`src/rtl/rwf_pkg.sv`:
```
// Package holding register map, field positions and sizes of the random generator
package rwf_pkg;
    // Register offsets on the device bus (12-bit device address)
    localparam logic [11:0] STATUS_OFFSET = 12'h600;
    localparam logic [11:0] OUTPUT_OFFSET = 12'h602;
    // Status field positions
    localparam int OUTPUT_READY_BIT = 18;
    localparam int RUNNING_BIT = 31;
    // Word width and shift register lengths
    localparam int WORD_W = 32;
    localparam int LINEAR_W = 43;
    localparam int AUTOMATA_W = 37;
    // Reset seeds of the two shift registers (non-zero so they never lock up)
    localparam logic [42:0] LINEAR_SEED = 43'h000_0000_0001;
    localparam logic [36:0] AUTOMATA_SEED = 37'h00_0000_0001;
    // Cycles the generator stirs after a read before a new word is ready
    localparam int STIR_CYCLES = 32;
    localparam logic [5:0] STIR_COUNT = 6'(STIR_CYCLES);
    // Read sequencer states
    typedef enum logic [1:0] {RWF_IDLE, RWF_WAIT, RWF_DONE} rwf_state_e;
endpackage : rwf_pkg

```
`src/rtl/rwf_sequencer.sv`:
```
// Random generator register slave: status, output word and read wait states
`timescale 1ns/100ps

//////////////////////////////////////////////////////////////////////////////
// Behaviour
// - Ready flag bit 18 high when word fresh
// - Early output read stalled until ready
// - Bit 31 high while generator randomizing
// - Status at 0x600, output at 0x602
// - Ready flag halts shifting, read returns registers XORed into word
module rwf_sequencer #(
    parameter int STIR = rwf_pkg::STIR_CYCLES
) (
    // Clock and reset
    input wire logic clk,
    input wire logic resetn,
    // Generator enable from the front end
    input wire logic enable,
    // Device register bus, read only
    input wire logic [11:0] addr,
    input wire logic rd,
    // Read answer
    output logic [31:0] rdata,
    output logic ack,
    output logic wait_state,
    // Status levels
    output logic output_ready,
    output logic running
);
    logic [31:0] mix;
    logic [5:0] stir_cnt;
    logic halt;
    rwf_pkg::rwf_state_e state;
    logic out_sel;
    logic stat_sel;
    logic req;
    // Longest wait from a consumed word to the next ready flag, in cycles
    localparam int READY_LIMIT = STIR;

    //////////////////////////////////////////////////////////////////////////
    // Address decode
    always_comb begin
        stat_sel = 1'b0;
        out_sel = 1'b0;
        if (addr == rwf_pkg::STATUS_OFFSET) begin
            stat_sel = 1'b1;
        end else if (addr == rwf_pkg::OUTPUT_OFFSET) begin
            out_sel = 1'b1;
        end
    end

    // A read is taken only from idle and never in the cycle of an ack: the
    // master still holds its request on the edge at which it sees the answer,
    // and taking it again would answer one read twice
    assign req = rd && !ack && state == rwf_pkg::RWF_IDLE;

    // Shifting stops while a captured word is held or the generator is off
    assign halt = output_ready || !enable;

    rwf_shift_core #(
        .LW(rwf_pkg::LINEAR_W),
        .AW(rwf_pkg::AUTOMATA_W)
    ) u_core (
        .clk(clk),
        .resetn(resetn),
        .run(!halt),
        .mix(mix)
    );

    //////////////////////////////////////////////////////////////////////////
    // Stir counter: a word is only ready after enough fresh shifting
    always_ff @(posedge clk or negedge resetn) begin
        if (!resetn) begin
            stir_cnt <= '0;
        end else if (!enable) begin
            stir_cnt <= '0;
        end else if (state == rwf_pkg::RWF_DONE) begin
            stir_cnt <= '0;
        end else if (!output_ready && stir_cnt != 6'(STIR)) begin
            stir_cnt <= stir_cnt + 6'd1;
        end
    end

    // Ready flag rises after stirring, drops when the word is consumed
    always_ff @(posedge clk or negedge resetn) begin
        if (!resetn) begin
            output_ready <= 1'b0;
        end else if (!enable || state == rwf_pkg::RWF_DONE) begin
            output_ready <= 1'b0;
        end else if (stir_cnt == 6'(STIR) - 6'd1) begin
            output_ready <= 1'b1;
        end
    end

    // Running flag mirrors enable, one cycle late, from a flop
    always_ff @(posedge clk or negedge resetn) begin
        if (!resetn) begin
            running <= 1'b0;
        end else begin
            running <= enable;
        end
    end

    //////////////////////////////////////////////////////////////////////////
    // Read sequencer: output reads wait for the ready flag
    always_ff @(posedge clk or negedge resetn) begin
        if (!resetn) begin
            state <= rwf_pkg::RWF_IDLE;
        end else begin
            case (state)
                rwf_pkg::RWF_IDLE: begin
                    if (req && out_sel) begin
                        state <= output_ready ? rwf_pkg::RWF_DONE : rwf_pkg::RWF_WAIT;
                    end
                end
                rwf_pkg::RWF_WAIT: begin
                    if (output_ready) begin
                        state <= rwf_pkg::RWF_DONE;
                    end
                end
                default: begin
                    state <= rwf_pkg::RWF_IDLE;
                end
            endcase
        end
    end

    // Wait state is held from the stalled read until the edge that raises ack, one cycle after ready rises
    always_ff @(posedge clk or negedge resetn) begin
        if (!resetn) begin
            wait_state <= 1'b0;
        end else begin
            wait_state <= (req && out_sel && !output_ready)
                || (state == rwf_pkg::RWF_WAIT && !output_ready);
        end
    end

    // Answer data and acknowledge; unmapped reads answer zero at once
    always_ff @(posedge clk or negedge resetn) begin
        if (!resetn) begin
            rdata <= '0;
            ack <= 1'b0;
        end else begin
            ack <= 1'b0;
            rdata <= '0;
            if (req && !out_sel) begin
                ack <= 1'b1;
                if (stat_sel) begin
                    rdata[rwf_pkg::OUTPUT_READY_BIT] <= output_ready;
                    rdata[rwf_pkg::RUNNING_BIT] <= running;
                end
            end else if ((req && out_sel && output_ready)
                || (state == rwf_pkg::RWF_WAIT && output_ready)) begin
                ack <= 1'b1;
                rdata <= mix;
            end
        end
    end
endmodule : rwf_sequencer

```
`src/rtl/rwf_shift_core.sv`:
```
// Linear and automata shift registers with halt control and XOR output mix
`timescale 1ns/100ps
module rwf_shift_core #(
    parameter int LW = 43,
    parameter int AW = 37
) (
    // Clock and reset
    input wire logic clk,
    input wire logic resetn,
    // Control
    input wire logic run,
    // Mixed output word
    output logic [31:0] mix
);
    logic [LW-1:0] linear_sr;
    logic [AW-1:0] automata_sr;
    logic [AW-1:0] next_automata;

    // Linear register advances only while running; halts while a word is held
    always_ff @(posedge clk or negedge resetn) begin
        if (!resetn) begin
            linear_sr <= rwf_pkg::LINEAR_SEED;
        end else if (run) begin
            linear_sr <= {linear_sr[LW-2:0],
                linear_sr[LW-1] ^ linear_sr[LW-21] ^ linear_sr[LW-42]};
        end
    end

    // Rule 90/150 automaton, one cell per bit, null boundaries
    genvar g;
    generate
        for (g = 0; g < AW; g++) begin : g_cell
            logic left;
            logic right;
            assign left = (g == AW - 1) ? 1'b0 : automata_sr[(g + 1) % AW];
            assign right = (g == 0) ? 1'b0 : automata_sr[(g + AW - 1) % AW];
            // Cell 28 uses rule 150 to get maximal period
            if (g == 28) begin : g_150
                assign next_automata[g] = left ^ right ^ automata_sr[g];
            end else begin : g_90
                assign next_automata[g] = left ^ right;
            end
        end
    endgenerate

    // Automaton register advances alongside the linear one
    always_ff @(posedge clk or negedge resetn) begin
        if (!resetn) begin
            automata_sr <= rwf_pkg::AUTOMATA_SEED;
        end else if (run) begin
            automata_sr <= next_automata;
        end
    end

    // Selected bits of both registers XORed into the word
    assign mix = linear_sr[31:0] ^ automata_sr[31:0];
endmodule : rwf_shift_core

```
`config.mk`:
```
export PLATFORM = sky130hd
export DESIGN_NAME = rwf_sequencer
export DESIGN_NICKNAME = d
export VERILOG_FILES = /design/src/rtl/rwf_pkg.sv /design/src/rtl/rwf_sequencer.sv /design/src/rtl/rwf_shift_core.sv
export SDC_FILE = /design/constraint.sdc
export NUM_CORES = 1
export LEC_CHECK = 0
export BUFFER_PORTS_ARGS = -buffer_cell sky130_fd_sc_hd__buf_2
export CORE_UTILIZATION = 50
export CTS_CLUSTER_SIZE = 10
export DETAILED_ROUTE_END_ITERATION = 10
export PLACE_DENSITY = 0.69
export SLEW_MARGIN = 20
export SYNTH_ARGS = -nofsm -noshare
export SYNTH_HDL_FRONTEND = slang
export SYNTH_HIERARCHICAL = 1
export SYNTH_SLANG_ARGS = --single-unit
```
`constraint.sdc`:
```
create_clock -name clk -period 3.74 [get_ports clk]
set_input_delay 0.374 -clock clk [delete_from_list [all_inputs] [get_ports clk]]
set_output_delay 0.374 -clock clk [all_outputs]
set_load 0.02 [all_outputs]
```
* Yosys cells after proc, flatten, opt, wreduce, memory -nomap -nowiden
Cells that the tools add are included.
** Word-level totals
- Logic and storage cells :: 99
- Input port bits :: 16
- Bits in latches :: 0
- Memory bits (writable) :: 0
- Register bits :: 124
- Memories :: 0
- Output and inout bits :: 36
- Memory bits (read-only) :: 0
** Cells by class
- Shift-type cells :: 0
- Magnitude comparators :: 0
- Equality and inequality tests :: 9
- $add $sub $neg :: 1
- Bitwise logic cells :: 39
- Divide/modulo/power cells :: 0
- Multiplexer cells :: 21
- Multiply operators :: 0
- Reductions and logical operators :: 20
** Operators with widths (number)
- $xor A1 B1 Y1 :: 38
- $mux W32 :: 1
- $xor A32 B32 Y32 :: 1
- $eq A12 B11 Y1 const B :: 2
- $mux W18 :: 1
- $mux W6 :: 3
- $mux W12 :: 1
- $mux W1 :: 11
- $logic_and A1 B1 Y1 :: 9
- $add A6 B1 Y6 const B :: 1
- $eq A6 B5 Y1 const B :: 1
- $mux W2 :: 3
- $ne A6 B6 Y1 const B :: 1
- $logic_not A1 Y1 :: 4
- $logic_or A1 B1 Y1 :: 4
- $pmux W2 S2 :: 1
- $ne A3 B1 Y1 const B :: 1
- $eq A2 B1 Y1 const B :: 1
- $eq A2 B2 Y1 const B :: 1
- $logic_not A2 Y1 :: 1
- $ne A2 B1 Y1 const B :: 1
- $ne A2 B2 Y1 const B :: 1
- $reduce_and A2 Y1 :: 1
- $reduce_bool A2 Y1 :: 1

* Longest topological paths before layout
Gate-level depths: netlist of the first run.
- Depth in word-level cells :: 8
- Depth in mapped cells :: 7

* Hierarchy
The synthesis of the first run kept the hierarchy.
** Modules (own cells, without submodules)
- rwf_shift_core :: cells each 277, area an instance 3545.9 µm², times used 1
- rwf_sequencer :: cells each 127, area an instance 1692.9 µm², times used 1

* Worst setup path before layout of the first run
OpenSTA, ideal clock, no wires.
- Path type :: reg-to-reg
- Start point :: register output_ready
- End point :: register u_core.automata_sr[36]
- Arrival time :: 1380 ps
- Period minus slack after synthesis :: 1504 ps
- Setup slack :: 2236 ps
- Required time :: 3615 ps
- Stages on the path, launching flop included :: 6
- Buffers on the path :: 3
- Cells stage by stage :: dfrtp_1 -> clkbuf_1 -> nor2b_1 -> buf_4 -> buf_6 -> mux2_2
** On the way
- Cells in the longest elaborated chain, start to end :: 1
** RTL lines
- start, declared :: line rwf_sequencer.sv:27 : output logic output_ready,
- start signal, assigned :: line rwf_sequencer.sv:87 : output_ready <= 1'b0;
- start signal, assigned :: line rwf_sequencer.sv:89 : output_ready <= 1'b0;
- start signal, assigned :: line rwf_sequencer.sv:91 : output_ready <= 1'b1;
- $logic_or A1 B1 Y1 :: line rwf_sequencer.sv:58 : assign halt = output_ready || !enable;
- end signal, assigned :: line rwf_shift_core.sv:49 : automata_sr <= rwf_pkg::AUTOMATA_SEED;
- end signal, assigned :: line rwf_shift_core.sv:51 : automata_sr <= next_automata;
- end, declared :: line rwf_shift_core.sv:16 : logic [AW-1:0] automata_sr;
No other way between the ends.
A chain may end at the register's enable or synchronous reset.

* Worst setup path in the final report of the first run
- Start point :: register state[1]
- End point :: register rdata[18]
** On the way
- Cells in the longest elaborated chain, start to end :: 7
** RTL lines
- start, declared :: line rwf_sequencer.sv:33 : rwf_pkg::rwf_state_e state;
- start signal, assigned :: line rwf_sequencer.sv:108 : state <= rwf_pkg::RWF_IDLE;
- start signal, assigned :: line rwf_sequencer.sv:113 : state <= output_ready ? rwf_pkg::RWF_DONE : rwf_pkg::RWF_WAIT;
- start signal, assigned :: line rwf_sequencer.sv:118 : state <= rwf_pkg::RWF_DONE;
- $logic_not A2 Y1 :: line rwf_sequencer.sv:55 : assign req = rd && !ack && state == rwf_pkg::RWF_IDLE;
- $logic_and A1 B1 Y1 :: line rwf_sequencer.sv:55
- $logic_and A1 B1 Y1 (2 in a row) :: line rwf_sequencer.sv:152 : end else if ((req && out_sel && output_ready)
- $logic_or A1 B1 Y1 :: line rwf_sequencer.sv:153 : || (state == rwf_pkg::RWF_WAIT && output_ready)) begin
- $mux W32 :: line rwf_sequencer.sv:152
- $mux W1 * :: line rwf_sequencer.sv:146 : if (req && !out_sel) begin
- end signal, assigned by index :: line rwf_sequencer.sv:149 : rdata[rwf_pkg::OUTPUT_READY_BIT] <= output_ready;
- end signal, assigned by index :: line rwf_sequencer.sv:150 : rdata[rwf_pkg::RUNNING_BIT] <= running;
- end signal, assigned :: line rwf_sequencer.sv:155 : rdata <= mix;
- end, declared :: line rwf_sequencer.sv:23 : output logic [31:0] rdata,
Mark *: on every way between the ends. The rest lies on a longest branch, timed or not.

==> flow_summary.html, run 1 <==
<table>
<tr><th>Metric</th><th>Value</th></tr>
<tr><th colspan="2">Clock tree</th></tr>
<tr><td>Post-cts hold buffer count</td><td>2</td></tr>
<tr><td>Number of CTS-inserted buffers</td><td>17</td></tr>
<tr><td>H-tree Lvls</td><td>4</td></tr>
<tr><td>Post-CTS resize count</td><td>0</td></tr>
<tr><td>Clock-pin slew on the worst setup and hold paths</td><td>0.06 ns</td></tr>
<tr><td>Setup repair bufs after CTS</td><td>0</td></tr>
<tr><td>TritonCTS clock tree</td><td>yes</td></tr>
<tr><td>Clock root buffer</td><td>clkbuf_8</td></tr>
<tr><td>Clock Latency Late Sink</td><td>0.51 ns</td></tr>
<tr><td>CTS Sinks</td><td>124</td></tr>
<tr><td>Buffers from clock root to sink, at most</td><td>2</td></tr>
<tr><th colspan="2">GRT</th></tr>
<tr><td>Initial antenna violation count</td><td>0</td></tr>
<tr><td>Via count of the first global-routing pass</td><td>3,149</td></tr>
<tr><td>Total gr overflow</td><td>0</td></tr>
<tr><td>Pin count of the biggest net entering global routing</td><td>115</td></tr>
<tr><td>Global-route wire length before repair</td><td>14,700 um</td></tr>
<tr><td>Global router's overall resource usage</td><td>0.172</td></tr>
<tr><th colspan="2">Power and ir drop</th></tr>
<tr><td>Static leakage</td><td>3.04 nW</td></tr>
<tr><td>Switching pwr</td><td>1.18 mW</td></tr>
<tr><td>Fraction of power spent switching nets</td><td>0.271</td></tr>
<tr><td>Share of total power in combinational logic</td><td>0.164</td></tr>
<tr><td>Sequential Power Share</td><td>0.431</td></tr>
<tr><td>Maximum vdd ir drop</td><td>305 uV</td></tr>
<tr><td>Internal power</td><td>3.16 mW</td></tr>
<tr><td>Power density cells</td><td>697 mW/mm^2</td></tr>
<tr><td>Clock Power Share</td><td>0.405</td></tr>
<tr><th colspan="2">Setup path</th></tr>
<tr><td>Crit. End Element</td><td>flip-flop</td></tr>
<tr><td>Type of the worst setup path</td><td>reg -&gt; reg</td></tr>
<tr><td>Startpoint types</td><td>flip-flop</td></tr>
<tr><td>Arrival time of the worst setup path</td><td>2.41 ns</td></tr>
<tr><td>Worst endpoint required time</td><td>4.18 ns</td></tr>
<tr><td>Max FO, Critical Path</td><td>33</td></tr>
<tr><th colspan="2">Synth</th></tr>
<tr><td>Top post-synthesis cells by area</td><td>dfrtp_1 58%, mux2_2 9.5%, xnor2_1 6.5%, xor2_1 5.7%, a21oi_1 3.4%</td></tr>
<tr><td>Portion of synthesized cell area occupied by the leading cell type</td><td>0.583</td></tr>
<tr><td>Syn avg cell area</td><td>13.0 um^2</td></tr>
<tr><td>Cell area after technology mapping</td><td>0.00524 mm^2</td></tr>
<tr><td>Sequential fraction of the synthesis area</td><td>0.593</td></tr>
<tr><td>Synth area leader</td><td>dfrtp_1</td></tr>
<tr><td>Yosys warns</td><td>6</td></tr>
<tr><td>Post-synth cell types</td><td>37</td></tr>
<tr><td>Number of synthesized flops with an enable pin</td><td>0</td></tr>
<tr><td>Post-synthesis sequential element count</td><td>124</td></tr>
<tr><td>Post-synth top flop</td><td>dfrtp_1</td></tr>
<tr><td>Cell with the most instances after synthesis</td><td>dfrtp_1</td></tr>
<tr><td>Synthesized instance count</td><td>404</td></tr>
<tr><td>Post-Syn Nets</td><td>422</td></tr>
<tr><td>Post-synth ARST share</td><td>1.00</td></tr>
<tr><td>Post-synth top cells</td><td>122 x dfrtp_1, 44 x mux2_2, 41 x nor2_1, 39 x xnor2_1, 36 x a21oi_1</td></tr>
<tr><th colspan="2">Final layout</th></tr>
<tr><td>Diodes inserted</td><td>0</td></tr>
<tr><td>Share of cells above drive strength 1</td><td>0.314</td></tr>
<tr><td>Synth-to-Final Area Change</td><td>18.8%</td></tr>
<tr><td>Number of standard cells in the final layout excluding fillers</td><td>610</td></tr>
<tr><td>Number of nets in the finished design</td><td>479</td></tr>
<tr><th colspan="2">STA</th></tr>
<tr><td>Part of the cycle the worst path needs</td><td>0.527</td></tr>
<tr><td>Setup repair after global routing missed its margin</td><td>no</td></tr>
<tr><td>Worst Hold Margin</td><td>0.205 ns</td></tr>
<tr><td>Clock skew after layout</td><td>0.0133 ns</td></tr>
<tr><td>Least-Margin Pin Slew</td><td>0.694 ns</td></tr>
<tr><td>Worst relative slew slack</td><td>0.536</td></tr>
<tr><td>Max Freq</td><td>508 MHz</td></tr>
<tr><td>Total count of hold-check failures in the final report</td><td>0</td></tr>
<tr><td>Final setup violation count</td><td>0</td></tr>
<tr><td>Total negative setup slack</td><td>0 ns</td></tr>
<tr><td>Min cycle time layout</td><td>1.97 ns</td></tr>
<tr><td>Final count of pins violating max slew</td><td>0</td></tr>
<tr><th colspan="2">Routing</th></tr>
<tr><td>Vias per inst</td><td>4.93</td></tr>
<tr><td>Initial DRT Pass Iterations</td><td>5</td></tr>
<tr><td>Remaining routing DRC violations</td><td>0</td></tr>
<tr><td>Vias after detailed routing</td><td>3,007</td></tr>
<tr><td>Final routed wirelength across all metal layers</td><td>8410 um</td></tr>
<tr><td>Average routed wire per standard cell</td><td>13.8 um</td></tr>
<tr><td>Iter 0 DRT Violations</td><td>110</td></tr>
<tr><td>Number of nets with antenna violations after detailed routing</td><td>0</td></tr>
<tr><th colspan="2">Floorplanning</th></tr>
<tr><td>Overall die area</td><td>0.0109 mm^2</td></tr>
<tr><td>Top-level I/O count</td><td>52</td></tr>
<tr><td>Std-Cell Rows</td><td>37</td></tr>
<tr><td>Area of the core</td><td>0.0102 mm^2</td></tr>
<tr><td>Initial Utilization</td><td>0.512</td></tr>
<tr><td>Die boundary height</td><td>104 um</td></tr>
<tr><td>Die X</td><td>104 um</td></tr>
<tr><th colspan="2">Placement</th></tr>
<tr><td>Half-perimeter wire length after placement</td><td>5100 um</td></tr>
<tr><td>Final Wtd Congestion</td><td>0.757</td></tr>
<tr><td>Number of placed cells counting well taps</td><td>576</td></tr>
<tr><td>Count of buffers from port buffering</td><td>51</td></tr>
<tr><th colspan="2">Status</th></tr>
<tr><td>Run status</td><td>finished, final reports clean</td></tr>
<tr><th colspan="2">Worst hold path</th></tr>
<tr><td>HP Class</td><td>in -&gt; reg</td></tr>
<tr><th colspan="2">Job</th></tr>
<tr><td>Number of maximum-capacitance constraint violations</td><td>0</td></tr>
</table>
## layout by cell type (no fill, tap or decap), types with 2 or more instances in the layout
cell and count:
nor2_1 41, buf_12 2, xor2_1 34, clkbuf_8 2, clkbuf_16 16, and2_1 20, mux2_2 44, and2_2 10
dfrtp_1 122, o21ai_0 3, dfstp_2 2, inv_1 5, nand2_1 3, xnor2_1 39, a21oi_1 36, clkinvlp_4 3
nand3_1 3, a22o_2 2, a211oi_1 2, inv_6 3, nor3b_1 3, ha_1 2, bufinv_16 5, dlygate4sd3_1 2
buf_2 50
## registers in the layout, indices dropped and copies added, names as in the netlist
signal              count
stir_cnt                6
rdata                  32
wait_state              1
u_core/automata_sr     37
state                   2
u_core/linear_sr       43
output_ready            1
ack                     1
running                 1
## cell families (layout without fill, tap and decap cells)
| kind of cell | count (synthesis) | in the layout | share of synthesized area |
|---|---|---|---|
| flops | 124 | 124 | 0.593 |
| simple gates | 91 | 91 | 0.0989 |
| xor+xnor | 73 | 73 | 0.122 |
| compound gates | 46 | 46 | 0.0492 |
| mux | 46 | 46 | 0.0994 |
| buf+inv | 22 | 92 | 0.0330 |
| fa+ha+maj | 2 | 2 | 0.00478 |
## cell type report
| type | instances | area (um^2) |
|---|---|---|
| clock buffer | 19 | 432 |
| clock inverter | 13 | 213 |
| fill | 790 | 4010 |
| inverter | 5 | 18.8 |
| multi-input combinational | 258 | 1970 |
| sequential | 124 | 3110 |
| tap | 136 | 170 |
| timing repair buffer | 55 | 318 |
## layer usage
layer	track usage	vias to the layer above	wire, um
met5	0	-	0
li1	-	1464	-
met1	0.215	1486	3810
met4	0.0551	0	56
met2	0.281	51	4270
met3	0.0558	6	274
## worst max-delay path, stage by stage, from the launching register on
cell	delay, ns
dfrtp_1	0.43
nor4b_4	0.39
nand4_2	0.19
a21oi_4	0.62
a22o_2	0.27
## per-stage QoR
step	utilization	area, um^2	setup slack [ns]	total power [mW]
6_report	0.608	6220	1.77	4.34
4_1_cts	0.608	6220	1.72	4.39
5_1_grt	0.608	6220	1.62	4.58
3_5_place_dp	0.543	5560	1.69	2.61
3_3_place_gp	0.543	5560	1.72	2.57
2_1_floorplan	-	5240	2.24	2.43
## power groups by stage
stage | Sequential, mW | Clock (mW) | Combinational [mW]
2_1_floorplan | 1.82 | 0 | 0.605
3_3_place_gp | 1.88 | 0 | 0.681
3_5_place_dp | 1.90 | 0 | 0.710
4_1_cts | 1.88 | 1.79 | 0.722
5_1_grt | 1.91 | 1.86 | 0.809
6_report | 1.87 | 1.76 | 0.710
## worst paths after layout
kind	startpoint	endpoint	slack (ns)	cells past startpoint
max in group asynchronous	resetn	u_core/linear_sr[0]	2.45	3
setup / recovery	state[1]	rdata[18]	1.77	4
min in group asynchronous	resetn	wait_state	0.43	2
setup reg to reg	state[1]	rdata[18]	1.77	4
hold / removal	addr[1]	ack	0.21	4
hold reg to reg	u_core/linear_sr[39]	u_core/linear_sr[40]	0.50	1
No activity file was read; power rests on OpenSTA's default activity.
==> run 2, diff against run 1 <==
PLACE_DENSITY = 0.72   (was 0.69)
clock period = 1.8 ns   (was 3.74 ns; I/O delays follow)
==> flow_summary.html, run 2 (synthesis gave the netlist of run 1 again) <==
<table>
<tr><th>Metric</th><th>Value</th></tr>
<tr><th colspan="2">Routing</th></tr>
<tr><td>Post-Route M1 WL</td><td>3750 um</td></tr>
<tr><td>Uppermost metal layer occupied by signal nets</td><td>met4</td></tr>
<tr><td>Initial DRT Pass Iterations</td><td>4</td></tr>
<tr><td>Number of nets with antenna violations after detailed routing</td><td>0</td></tr>
<tr><td>Remaining routing DRC violations</td><td>0</td></tr>
<tr><td>Vias per inst</td><td>4.90</td></tr>
<tr><td>Vias after detailed routing</td><td>3,030</td></tr>
<tr><td>Met2 wire length</td><td>4110 um</td></tr>
<tr><td>Iter 0 DRT Violations</td><td>125</td></tr>
<tr><td>Average routed wire per standard cell</td><td>13.4 um</td></tr>
<tr><td>Met3 routed WL</td><td>316 um</td></tr>
<tr><td>Final routed wirelength across all metal layers</td><td>8290 um</td></tr>
<tr><th colspan="2">Placement</th></tr>
<tr><td>Half-perimeter wire length after placement</td><td>5360 um</td></tr>
<tr><td>Number of placed cells counting well taps</td><td>583</td></tr>
<tr><td>Dpl cell area</td><td>0.00565 mm^2</td></tr>
<tr><td>Final Wtd Congestion</td><td>0.752</td></tr>
<tr><td>Count of buffers from port buffering</td><td>51</td></tr>
<tr><td>Setup Slack @ Placement</td><td>0.173 ns</td></tr>
<tr><th colspan="2">Job</th></tr>
<tr><td>Number of maximum-capacitance constraint violations</td><td>0</td></tr>
<tr><th colspan="2">Clock tree</th></tr>
<tr><td>H-tree Lvls</td><td>4</td></tr>
<tr><td>TritonCTS clock tree</td><td>yes</td></tr>
<tr><td>Clock root buffer</td><td>clkbuf_8</td></tr>
<tr><td>Clock Latency Late Sink</td><td>0.51 ns</td></tr>
<tr><td>Setup repair bufs after CTS</td><td>0</td></tr>
<tr><td>Number of CTS-inserted buffers</td><td>17</td></tr>
<tr><td>Clock-pin slew on the worst setup and hold paths</td><td>0.05 ns</td></tr>
<tr><td>Buffers from clock root to sink, at most</td><td>2</td></tr>
<tr><td>CTS Sinks</td><td>124</td></tr>
<tr><th colspan="2">Setup path</th></tr>
<tr><td>R2R Setup Slk</td><td>0.19 ns</td></tr>
<tr><td>Max FO, Critical Path</td><td>33</td></tr>
<tr><td>Startpoint types</td><td>flip-flop</td></tr>
<tr><td>Worst r2r src</td><td>state[1]</td></tr>
<tr><td>Worst endpoint required time</td><td>2.24 ns</td></tr>
<tr><td>Worst reg-to-reg path cell count</td><td>5</td></tr>
<tr><td>Reg2reg end</td><td>rdata[7]</td></tr>
<tr><td>Arrival time of the worst setup path</td><td>2.05 ns</td></tr>
<tr><td>CP Capture Point</td><td>rdata[7]</td></tr>
<tr><td>Type of the worst setup path</td><td>reg -&gt; reg</td></tr>
<tr><td>Crit. End Element</td><td>flip-flop</td></tr>
<tr><td>Crit. Startpoint</td><td>state[1]</td></tr>
<tr><th colspan="2">Floorplanning</th></tr>
<tr><td>Top-level I/O count</td><td>52</td></tr>
<tr><td>Die X</td><td>104 um</td></tr>
<tr><td>Die boundary height</td><td>104 um</td></tr>
<tr><td>Initial Utilization</td><td>0.512</td></tr>
<tr><td>Std-Cell Rows</td><td>37</td></tr>
<tr><td>Overall die area</td><td>0.0109 mm^2</td></tr>
<tr><td>Area of the core</td><td>0.0102 mm^2</td></tr>
<tr><th colspan="2">Final layout</th></tr>
<tr><td>Post-layout instance area</td><td>0.00621 mm^2</td></tr>
<tr><td>Number of standard cells in the final layout excluding fillers</td><td>618</td></tr>
<tr><td>Synth-to-Final Area Change</td><td>18.5%</td></tr>
<tr><td>Biggest register</td><td>u_core/linear_sr</td></tr>
<tr><td>Commonest cells after routing, fill and taps aside</td><td>122 x dfrtp_1, 50 x buf_2, 44 x mux2_2</td></tr>
<tr><td>Most common cell after layout, fill and taps aside</td><td>dfrtp_1</td></tr>
<tr><td>Largest register FFs</td><td>43</td></tr>
<tr><td>Share of cells above drive strength 1</td><td>0.315</td></tr>
<tr><td>Final cell utilization of the core</td><td>0.607</td></tr>
<tr><td>Diodes inserted</td><td>0</td></tr>
<tr><td>FILL cells</td><td>775</td></tr>
<tr><td>Number of nets in the finished design</td><td>487</td></tr>
<tr><td>Registers with the highest flip-flop counts</td><td>u_core/linear_sr x43, u_core/automata_sr x37, rdata x32</td></tr>
<tr><th colspan="2">Power and ir drop</th></tr>
<tr><td>Final Total Pwr</td><td>8.38 mW</td></tr>
<tr><td>Static leakage</td><td>3.04 nW</td></tr>
<tr><td>Maximum vdd ir drop</td><td>584 uV</td></tr>
<tr><td>Power density cells</td><td>1350 mW/mm^2</td></tr>
<tr><th colspan="2">GRT</th></tr>
<tr><td>Pin count of the biggest net entering global routing</td><td>56</td></tr>
<tr><td>Global router's overall resource usage</td><td>0.171</td></tr>
<tr><td>Total gr overflow</td><td>0</td></tr>
<tr><td>Initial antenna violation count</td><td>0</td></tr>
<tr><td>Global-route wire length before repair</td><td>14,500 um</td></tr>
<tr><td>Via count of the first global-routing pass</td><td>3,069</td></tr>
<tr><th colspan="2">Status</th></tr>
<tr><td>Run status</td><td>finished, final reports clean</td></tr>
<tr><th colspan="2">STA</th></tr>
<tr><td>Worst Hold Margin</td><td>0.0568 ns</td></tr>
<tr><td>Final setup violation count</td><td>0</td></tr>
<tr><td>Part of the cycle the worst path needs</td><td>0.896</td></tr>
<tr><td>Worst relative slew slack</td><td>0.673</td></tr>
<tr><td>Least-Margin Pin Slew</td><td>0.488 ns</td></tr>
<tr><td>Total negative setup slack</td><td>0 ns</td></tr>
<tr><td>Max Freq</td><td>620 MHz</td></tr>
<tr><td>Final count of pins violating max slew</td><td>0</td></tr>
<tr><td>Setup repair after global routing missed its margin</td><td>no</td></tr>
<tr><td>Clock skew after layout</td><td>0.00717 ns</td></tr>
<tr><td>Min cycle time layout</td><td>1.61 ns</td></tr>
<tr><td>Total count of hold-check failures in the final report</td><td>0</td></tr>
<tr><td>Final worst slack</td><td>0.187 ns</td></tr>
<tr><th colspan="2">Worst hold path</th></tr>
<tr><td>HP Class</td><td>in -&gt; reg</td></tr>
</table>
==> run 2: final cells by class <==
class / instances / area (um^2) / share of cell area
clock buffer: 24 / 460 / 0.0742
clock inverter: 8 / 67.6 / 0.0109
inverter: 5 / 18.8 / 0.00302
multi-input combinational: 258 / 1970 / 0.317
sequential: 124 / 3110 / 0.500
tap: 136 / 170 / 0.0274
timing repair buffer: 63 / 418 / 0.0673
==> run 2: report_power, final <==
group | switching [mW] | internal (mW) | leakage [nW]
Sequential | 0.656 | 3.23 | 1.62
Combinational | 0.596 | 0.915 | 1.16
Clock | 1.10 | 1.88 | 0.262
Total | 2.35 | 6.03 | 3.04
==> run 2: how the worst min path moves through the flow <==
stage            start     endpoint  slack, ns  cells past startpoint
3_3_place_gp    resetn  stir_cnt[5]       0.13                      1
6_report       addr[5]          ack       0.06                      5
5_1_grt        addr[5]          ack       0.05                      5
3_5_place_dp    resetn  stir_cnt[5]       0.14                      1
4_1_cts        addr[5]          ack       0.04                      5
2_1_floorplan   resetn          ack      -0.12                      0
==> run 2: metal layers <==
layer | global-route usage | vias up
met4 | 0.0745 | 0
li1 | - | 1471
met2 | 0.273 | 50
met5 | 0 | -
met1 | 0.213 | 1499
met3 | 0.0564 | 10
==> run 2: what timing repair did <==
action / 4_1_cts / 5_1_grt
hold endpoints to repair: 101 / 0
hold buffers: 3 / 0
resized for setup: 0 / 0
==> run 2: critical path, stage by stage (launching register included) <==
cell,delay [ns]
dfrtp_1,0.42
nor4b_4,0.37
nand4_2,0.19
a21oi_4,0.22
buf_12,0.18
and2_1,0.15
